$ cat src/hw/uic_params.svh
// Register offsets, field positions, reset values and constants of the UIC.
`ifndef UIC_PARAMS_SVH
`define UIC_PARAMS_SVH
`define UIC_ADDR_W 10
`define UIC_OFS_STATUS 10'h0c0
`define UIC_OFS_ENABLE 10'h0c2
`define UIC_OFS_CLASS 10'h0c3
`define UIC_OFS_TRIGGER 10'h0c5
`define UIC_OFS_MASKED 10'h0c6
`define UIC_OFS_VECTOR 10'h0c7
`define UIC_OFS_VSETUP 10'h0c8
`define UIC_VALID_MASK 32'hf780_407f
`define UIC_RST_WORD 32'h0000_0000
`define UIC_RST_BASE 30'h0000_0000
`define UIC_POS_DMA0 5
`define UIC_POS_ECC 17
`define UIC_POS_EXT0 25
`define UIC_POS_DIR 31
`define UIC_SYNC_W 7
`endif

$ cat src/hw/uic_pkg.sv
// Types shared by the interrupt controller register block.
`default_nettype none
package uic_pkg;
    typedef struct packed {
        logic [0:31] status_ff;
        logic [0:31] enable_ff;
        logic [0:31] class_ff;
        logic [0:31] trig_ff;
        logic [0:31] prev_ff;
        logic [0:29] base_ff;
        logic dir_ff;
        logic [0:31] vec_ff;
        logic crit_ff;
        logic noncrit_ff;
        logic [0:31] rdata_ff;
        logic ack_ff;
    } uic_state_t;
endpackage
`default_nettype wire

$ cat src/hw/uic_regs.sv
// Register-level universal interrupt controller with vector generation.
//
// Operation
// - Status bits 5-8 latch DMA 0-3 interrupts; 4, 9-16, 18-24 reserved.
// - Status bit 17 latches the correctable memory error interrupt.
// - Status bits 25-31 latch external request lines 0-6.
// - Trigger register at 0x0c5: bit 0 selects level, 1 selects edge.
// - External lines 0-6 may be set to level or edge freely.
// - Write-only setup at 0x0c8: base in bits 0:29, order bit 31.
// - Vectors are generated for critical sources only.
// - Read-only vector register at 0x0c7 ignores writes.
// - Class bit routes a source to non-critical (0) or critical (1).
// - Enable bit 0 blocks a source, 1 lets it signal the core.
`default_nettype none
`include "uic_params.svh"
module uic_regs (
    input wire logic i_core_clk,
    input wire logic i_rst_n,
    input wire logic [`UIC_ADDR_W-1:0] i_dcr_addr,
    input wire logic i_dcr_read,
    input wire logic i_dcr_write,
    input wire logic [0:31] i_dcr_wdata,
    input wire logic [0:8] i_periph_irq,
    input wire logic i_ecc_irq,
    input wire logic [0:6] i_ext_irq,
    output logic [0:31] o_dcr_rdata,
    output logic o_dcr_ack,
    output logic o_crit_int,
    output logic o_noncrit_int
);
    uic_pkg::uic_state_t st_ff;
    uic_pkg::uic_state_t nxt_st;
    logic [0:6] ext_sync;
    logic [0:31] raw;
    logic [0:31] hit;
    logic [0:31] clr;
    logic [0:31] masked;
    logic [0:31] cand;
    logic [4:0] pos;
    logic found;

    // Pins cross into the core clock before any logic looks at them.
    uic_sync #(.W(`UIC_SYNC_W)) u_sync (
        .i_core_clk(i_core_clk),
        .i_rst_n(i_rst_n),
        .i_async(i_ext_irq),
        .o_sync(ext_sync)
    );

    always_comb begin
        raw = '0;
        raw[0:8] = i_periph_irq;
        raw[`UIC_POS_ECC] = i_ecc_irq;
        raw[`UIC_POS_EXT0:31] = ext_sync;
        raw = raw & `UIC_VALID_MASK;
    end

    always_comb begin
        nxt_st = st_ff;
        clr = '0;
        // An edge source sets on a rising input, a level source while high.
        hit = (st_ff.trig_ff & raw & ~st_ff.prev_ff)
            | (~st_ff.trig_ff & raw);
        if (i_dcr_write && i_dcr_addr == `UIC_OFS_STATUS) begin
            clr = i_dcr_wdata;
        end
        // Set wins over a software clear in the same cycle.
        nxt_st.status_ff = ((st_ff.status_ff & ~clr) | hit)
            & `UIC_VALID_MASK;
        nxt_st.prev_ff = raw;
        masked = st_ff.status_ff & st_ff.enable_ff;
        cand = masked & st_ff.class_ff;
        nxt_st.crit_ff = |cand;
        nxt_st.noncrit_ff = |(masked & ~st_ff.class_ff);
        pos = 5'h00;
        found = 1'b0;
        for (int i = 0; i < 32; i++) begin
            if (cand[i] && (!found || st_ff.dir_ff)) begin
                pos = 5'(i);
                found = 1'b1;
            end
        end
        // Non-critical sources never form a vector.
        if (found) begin
            nxt_st.vec_ff = {st_ff.base_ff, 2'h0}
                + {18'h0, pos, 9'h000};
        end else begin
            nxt_st.vec_ff = '0;
        end
        if (i_dcr_write) begin
            unique case (i_dcr_addr)
                `UIC_OFS_ENABLE: nxt_st.enable_ff =
                    i_dcr_wdata & `UIC_VALID_MASK;
                `UIC_OFS_CLASS: nxt_st.class_ff =
                    i_dcr_wdata & `UIC_VALID_MASK;
                `UIC_OFS_TRIGGER: nxt_st.trig_ff =
                    i_dcr_wdata & `UIC_VALID_MASK;
                `UIC_OFS_VSETUP: begin
                    nxt_st.base_ff = i_dcr_wdata[0:29];
                    nxt_st.dir_ff = i_dcr_wdata[`UIC_POS_DIR];
                end
                default: ;
            endcase
        end
        nxt_st.ack_ff = i_dcr_read || i_dcr_write;
        nxt_st.rdata_ff = '0;
        if (i_dcr_read) begin
            unique case (i_dcr_addr)
                `UIC_OFS_STATUS: nxt_st.rdata_ff = st_ff.status_ff;
                `UIC_OFS_ENABLE: nxt_st.rdata_ff = st_ff.enable_ff;
                `UIC_OFS_CLASS: nxt_st.rdata_ff = st_ff.class_ff;
                `UIC_OFS_TRIGGER: nxt_st.rdata_ff = st_ff.trig_ff;
                `UIC_OFS_MASKED: nxt_st.rdata_ff = masked;
                `UIC_OFS_VECTOR: nxt_st.rdata_ff = st_ff.vec_ff;
                default: nxt_st.rdata_ff = '0;
            endcase
        end
    end

    always_ff @(posedge i_core_clk) begin
        if (!i_rst_n) begin
            st_ff <= '0;
        end else begin
            st_ff <= nxt_st;
        end
    end

    assign o_dcr_rdata = st_ff.rdata_ff;
    assign o_dcr_ack = st_ff.ack_ff;
    assign o_crit_int = st_ff.crit_ff;
    assign o_noncrit_int = st_ff.noncrit_ff;
endmodule
`default_nettype wire

$ cat src/hw/uic_sync.sv
// Two-stage synchroniser for the external request pins.
`default_nettype none
module uic_sync #(
    parameter int W = 7
) (
    input wire logic i_core_clk,
    input wire logic i_rst_n,
    input wire logic [W-1:0] i_async,
    output logic [W-1:0] o_sync
);
    typedef struct packed {
        logic [W-1:0] s1_ff;
        logic [W-1:0] s2_ff;
    } uic_sync_st_t;

    uic_sync_st_t st_ff;
    uic_sync_st_t nxt_st;

    // The first stage feeds only the second stage.
    always_comb begin
        nxt_st.s1_ff = i_async;
        nxt_st.s2_ff = st_ff.s1_ff;
    end

    always_ff @(posedge i_core_clk) begin
        if (!i_rst_n) begin
            st_ff <= '0;
        end else begin
            st_ff <= nxt_st;
        end
    end

    assign o_sync = st_ff.s2_ff;
endmodule
`default_nettype wire

$ cat config.mk
export PLATFORM = sky130hd
export DESIGN_NAME = uic_regs
export DESIGN_NICKNAME = d
export VERILOG_FILES = /design/src/hw/uic_pkg.sv /design/src/hw/uic_regs.sv /design/src/hw/uic_sync.sv
export VERILOG_INCLUDE_DIRS = /design/src /design/src/hw
export SDC_FILE = /design/constraint.sdc
export NUM_CORES = 1
export LEC_CHECK = 0
export ABC_AREA = 1
export BUFFER_PORTS_ARGS = -buffer_cell sky130_fd_sc_hd__buf_2
export CORE_MARGIN = 4
export CORE_UTILIZATION = 26
export DETAILED_ROUTE_END_ITERATION = 8
export GPL_TIMING_DRIVEN = 0
export HOLD_SLACK_MARGIN = 0.15
export SLEW_MARGIN = 20
export SYNTH_ARGS = -nofsm -noshare
export SYNTH_HDL_FRONTEND = slang
export SYNTH_SLANG_ARGS = --single-unit
$ cat constraint.sdc
create_clock -name i_core_clk -period 6.77 [get_ports i_core_clk]
set_input_delay 1.354 -clock i_core_clk [delete_from_list [all_inputs] [get_ports i_core_clk]]
set_output_delay 1.354 -clock i_core_clk [all_outputs]
set_load 0.01 [all_outputs]
Yosys cells after proc, flatten, opt, wreduce, memory -nomap -nowiden
Cells that the tools add are included.

Word-level logic and storage cells: 205. Bits in registers: 224. Bits of input ports: 63. Output and inout port bits: 35.

Add/subtract/negate cells: 1. Multiplexer cells: 65. Equal/unequal tests: 7. Reduce and logical (&&, ||, !) cells: 103. Bitwise operators: 13.

Operator list (number): $and A32 B32 Y32 (7); $pmux W32 S6 (1); $mux W5 (28); $not A32 Y32 (4); $eq A10 B8 Y1 const B (7); $or A32 B32 Y32 (2); $reduce_or A32 Y1 (2); $mux W1 (33); $add A32 B14 Y32 (1); $logic_and A1 B1 Y1 (32); $logic_or A1 B1 Y1 (32); $mux W32 (1); $logic_not A1 Y1 (31); $reduce_and A2 Y1 (6); $mux W2 (2).

Depth between registers and ports, before layout
Depth after elaboration: 128. Gate-level depth with buffers: 33. Gate-level depth less buffers: 33.

Hierarchy
A second synthesis with hierarchy kept.

Cell total of the unflattened synthesis: 1057. Area total of the unflattened synthesis: 8231.6 um^2.

By module, submodules not included: uic_regs (sequential area each 3523.4 um^2, area each 7835.0 um^2, instances 1, cells an instance 1014); uic_sync (sequential area each 280.3 um^2, area each 396.6 um^2, instances 1, cells an instance 43).

Worst setup path before layout
OpenSTA, ideal clock, no wires.

Path type: register to register. Start point: register st_ff[255] (netlist bit). End point: register st_ff[66] (netlist bit). Period minus slack after synthesis: 3162 ps. Data arrival time: 3052 ps. Cell stages (with the launch flop): 31. Library setup time: 110 ps. Required time: 6660 ps. Path slack: 3608 ps. Path through: dfxtp_1 -> nand3_2 -> nand2_1 -> o21ai_0 -> nand2_1 -> nand2_1 -> nand2_1 -> nand2_1 -> nand2_1 -> nand2_1 -> nand2_1 -> nand2_1 -> nand2_1 -> nand2_1 -> nand2_1 -> nand2_1 -> ha_1 -> inv_1 -> fa_1 -> inv_1 -> nand2_1 -> o21ai_2 -> nand2_2 -> a21oi_4 -> nand2_2 -> nor2_2 -> nand2_2 -> nor3_2 -> nand3_1 -> nand3_1 -> inv_1.

Cells in the longest elaborated chain, start to end: 121.

RTL lines: from (decl) (line uic_regs.sv:31) `uic_pkg::uic_state_t st_ff;`; from (signal assigned) (line uic_regs.sv:124) `st_ff <= nxt_st;`; $and A32 B32 Y32 (*) (line uic_regs.sv:71) `masked = st_ff.status_ff & st_ff.enable_ff;`; $and A32 B32 Y32 (*) (line uic_regs.sv:72) `cand = masked & st_ff.class_ff;`; $logic_and A1 B1 Y1 (*) (line uic_regs.sv:78) `if (cand[i] && (!found || st_ff.dir_ff)) begin`; $mux W1 (line uic_regs.sv:78); $logic_not A1 Y1 (line uic_regs.sv:78); $logic_or A1 B1 Y1 (line uic_regs.sv:78); $logic_and A1 B1 Y1 (line uic_regs.sv:78); $mux W1 (line uic_regs.sv:78); [105 not listed]; $logic_or A1 B1 Y1 (line uic_regs.sv:78); $logic_and A1 B1 Y1 (line uic_regs.sv:78); $mux W1 (line uic_regs.sv:78); $logic_not A1 Y1 (line uic_regs.sv:78); $logic_or A1 B1 Y1 (line uic_regs.sv:78); $logic_and A1 B1 Y1 (line uic_regs.sv:78); $mux W5 / $mux W1 (equally long branches) (line uic_regs.sv:78); $add A32 B14 Y32 / $reduce_and A2 Y1 (equally long branches).

Every way passes the cells marked *; elsewhere a longest branch is shown, timed or not. A chain may end at the register's enable or synchronous reset.

Final worst setup path
Start point: register st_ff[67] (netlist bit). End point: register st_ff[66] (netlist bit).

Cells in the longest elaborated chain, start to end: 124.

RTL lines (line): $logic_or A1 B1 Y1 (uic_regs.sv:78); $logic_and A1 B1 Y1 (uic_regs.sv:78); $mux W1 (uic_regs.sv:78); $logic_not A1 Y1 (uic_regs.sv:78); $logic_or A1 B1 Y1 (uic_regs.sv:78); $logic_and A1 B1 Y1 (uic_regs.sv:78); $mux W1 (uic_regs.sv:78); $logic_not A1 Y1 (uic_regs.sv:78); [108 not listed]; $logic_or A1 B1 Y1 (uic_regs.sv:78); $logic_and A1 B1 Y1 (uic_regs.sv:78); $mux W1 (uic_regs.sv:78); $logic_not A1 Y1 (uic_regs.sv:78); $logic_or A1 B1 Y1 (uic_regs.sv:78); $logic_and A1 B1 Y1 (uic_regs.sv:78); $mux W5 / $mux W1 (equally long branches) (uic_regs.sv:78); $add A32 B14 Y32 / $reduce_and A2 Y1 (equally long branches).

Several ways; a longest one is shown, not always the timed one.

==> metrics.md <==
| Metric | Value |
|---|---|
| Hold-critical path endpoint | u_sync.o_sync[5] |
| CTS buffer count | 17 |
| Worst R2R End | st_ff[66] |
| Post-CTS sizing | 0 |
| Share of cells above drive strength 1 | 0.172 |
| Top layer in use | met4 |
| CP max-delay cell | clkbuf_1 |
| CTS Hold Buffers Added | 0 |
| Via count | 7316 |
| Nature of the critical path endpoint | register |
| Sink Count | 190 |
| Syn-to-layout area delta | 19.0% |
| Leading post-synthesis cells by cell area | dfxtp_1 (47%), inv_1 (7.7%), nand2_1 (7.1%) |
| Crit Path Class | register to register |
| Sum Neg Setup Slack | 0 ps |
| Num ports | 98 |
| Nets@finish | 1234 |
| Metal1 wirelength | 12000 microns |
| Hold path start | u_sync.nxt_st[5] |
| Dpl cells | 1542 |
| Fin crit share | 0.581 |
| RSZ-0062 raised after global routing | false |
| Max Fclk | 254 MHz |
| Worst min-delay path category | register to register |
| WP data arrival | 4280 ps |
| CP most frequent cell | nand2_1 |
| Total GRT Usage | 0.155 |
| Met2 WL post-DR | 11600 microns |
| Die Ht | 185 microns |
| PwrDens | 232 nW/um^2 |
| Minimum clock period | 3930 ps |
| H-tree depth | 4 |
| # setup viols final | 0 |
| Antenna violations before repair | 0 |
| # fillers | 3373 |
| Hold path depth | 2 |
| Port Buffers | 94 |
| Outcome | finished clean |
| Die width | 185 microns |
| Vias in the first global route | 6965 |
| WHS | 411 ps |
| Reg clk slew, reported paths | 80 ps |
| TritonRoute pass-1 iters | 5 |
| Worst stage delay on the critical path | 420 ps |
| Wire length per cell | 16.8 microns |
| Post-synth top area cell | dfxtp_1 |
| CTS root buffer | clkbuf_16 |
| Detailed Place HPWL | 19700 microns |
| Post-Layout Cell Count | 1574 |
| Post-CTS setup repair buffer count | 0 |
| Final ANT Viol Nets | 0 |
| Remaining DRCs | 0 |
| Mean Syn Cell Area | 7.74 sq um |
| Register area share after synthesis | 0.467 |
| Longest Clk Path Bufs | 2 |
| R2R depth | 29 |
| Number of max-cap violations | 0 |
| Slew @ Worst Pin | 769 ps |
| CP Launch Type | register |
| Flops & latches, synth | 190 |
| Grt total ovfl | 0 |
| Largest net degree at the start of global routing | 17 |
| First-pass GRT wire length | 40300 microns |
| Mean number of vias per cell | 4.65 |
| Final Max Slew Viols | 0 |
| R2r setup slk | 2840 ps |
| Final hold viol count | 0 |
| Gate count of the mapped netlist | 1052 |
| Iteration-0 DRC Markers | 545 |
| Routability congestion estimate | 0.944 |
| Area of the core | 30700 sq um |
| Final core utilization | 0.315 |
| Relative slew slack | 0.483 |
| Clk_skew | 13.5 ps |
| Power Total | 2250 uW |
| CTS tree | yes |
| Clock latency at the later pin of the worst-skew pair | 440 ps |
| Met3 routed WL | 1670 microns |
| Warnings, synthesis | 0 |
| Worst vdd ir | 0.177 mV |
| Die area | 34200 sq um |
| Synthesized area | 8140 sq um |
| Starting Density | 0.265 |
| Reg2reg start | st_ff[67] |
| LEAKAGE | 0.00408 uW |
| Mapped Nets | 1121 |
| # rows | 64 |
| Post-synth top area share | 0.467 |
| Critical Path RT | 7120 ps |
| Crit path max fanout | 10 |
| Synth unique cells | 50 |
| Total wire length | 26400 microns |
-- logic make-up after synthesis --
kind of cell | synth area share
adders and majority gates | 0.0101
and+or+nand+nor | 0.200
xor gates and xnor gates | 0.0118
AOI/OAI and AO/OA | 0.178
buffers and inverters | 0.132
DFF | 0.467
-- synth_stat cells, drive strengths merged --
cell / instances
dfxtp: 190
inv: 170
nand2: 160
o21ai: 91
nor2: 90
a21oi: 66
nand3: 46
buf: 43
clkbuf: 34
a211oi: 32
o22ai: 25
nor3: 23
nor3b: 17
nand4: 10
xor2: 9
or2: 6
ha: 5
a32o: 4
a2111oi: 3
o2111ai: 3
o211ai: 3
o31ai: 3
o32ai: 3
a311oi: 2
a31oi: 2
a41oi: 2
nor4: 2
xnor2: 2
a21boi: 1
a21o: 1
a31o: 1
fa: 1
nand3b: 1
o2bb2ai: 1
-- cell type report --
type                    count  area [sq um]  area share
well taps                 396           495      0.0511
multi-input cells         615          3260       0.337
clock inverters            12           134      0.0138
clock buffers              19           443      0.0457
inverters                 170           641      0.0661
diodes                      1          2.50    0.000258
plain buffers              77           434      0.0448
repair buffers             94           470      0.0486
flip-flops and latches    190          3800       0.393
-- stage by stage --
step           worst slack (ps)  instance area, sq um
2_1_floorplan              3610                  8140
3_3_place_gp               2950                  9110
3_5_place_dp               2940                  9110
4_1_cts                    2910                  9680
5_1_grt                    2390                  9680
6_report                   2840                  9690
-- flip-flops by register name, indices dropped and copies added (netlist names) --
register and cells:
o_dcr_ack 1, st_ff 141, u_sync.o_sync 7, o_dcr_rdata 32
o_crit_int 1, o_noncrit_int 1, u_sync.nxt_st 7
-- worst max-delay path by stage --
stage / start / to / slack [ps]
CTS: st_ff[67] / st_ff[66] / 2910
finish: st_ff[67] / st_ff[66] / 2840
floorplan: st_ff[255] / st_ff[66] / 3610
global route: st_ff[67] / st_ff[66] / 2390
global placement: st_ff[67] / st_ff[66] / 2950
detailed placement: st_ff[67] / st_ff[66] / 2940
-- layer usage --
| layer | GRT usage | up-vias |
|---|---|---|
| met4 | 0.0778 | 0 |
| met2 | 0.242 | 237 |
| met1 | 0.208 | 3381 |
| met5 | 0 | - |
| li1 | - | 3641 |
| met3 | 0.0271 | 57 |
-- critical path: cells and delay by family, from the launching register on --
kind                     cells  cell delay [ps]
adder cells (fa/ha/maj)      2              520
flip-flops                   1              400
AND/OR/NAND/NOR             19             1630
AO/OA/AOI/OAI                3              520
buffers and inverters        5              750
-- cells in the final DEF, fill, tap and decap left out, types with 18 or more instances in the layout --
cell type | Yosys | final
nand2_1 | 155 | 155
a21oi_1 | 65 | 65
nand3_1 | 42 | 42
dfxtp_1 | 190 | 190
o22ai_1 | 25 | 25
nor3_1 | 18 | 18
a211oi_1 | 32 | 32
buf_2 | 8 | 102
clkbuf_1 | 34 | 35
o21ai_0 | 83 | 83
inv_1 | 167 | 167
nor2_1 | 81 | 81
buf_4 | 32 | 32
-- power by group --
part           internal, uW  switching [uW]  total [uW]
sequential             1130            11.1        1140
clock                   556             463        1020
combinational          27.5            60.4        87.9
total                  1720             534        2250
(Power assumes the default switching activity.)
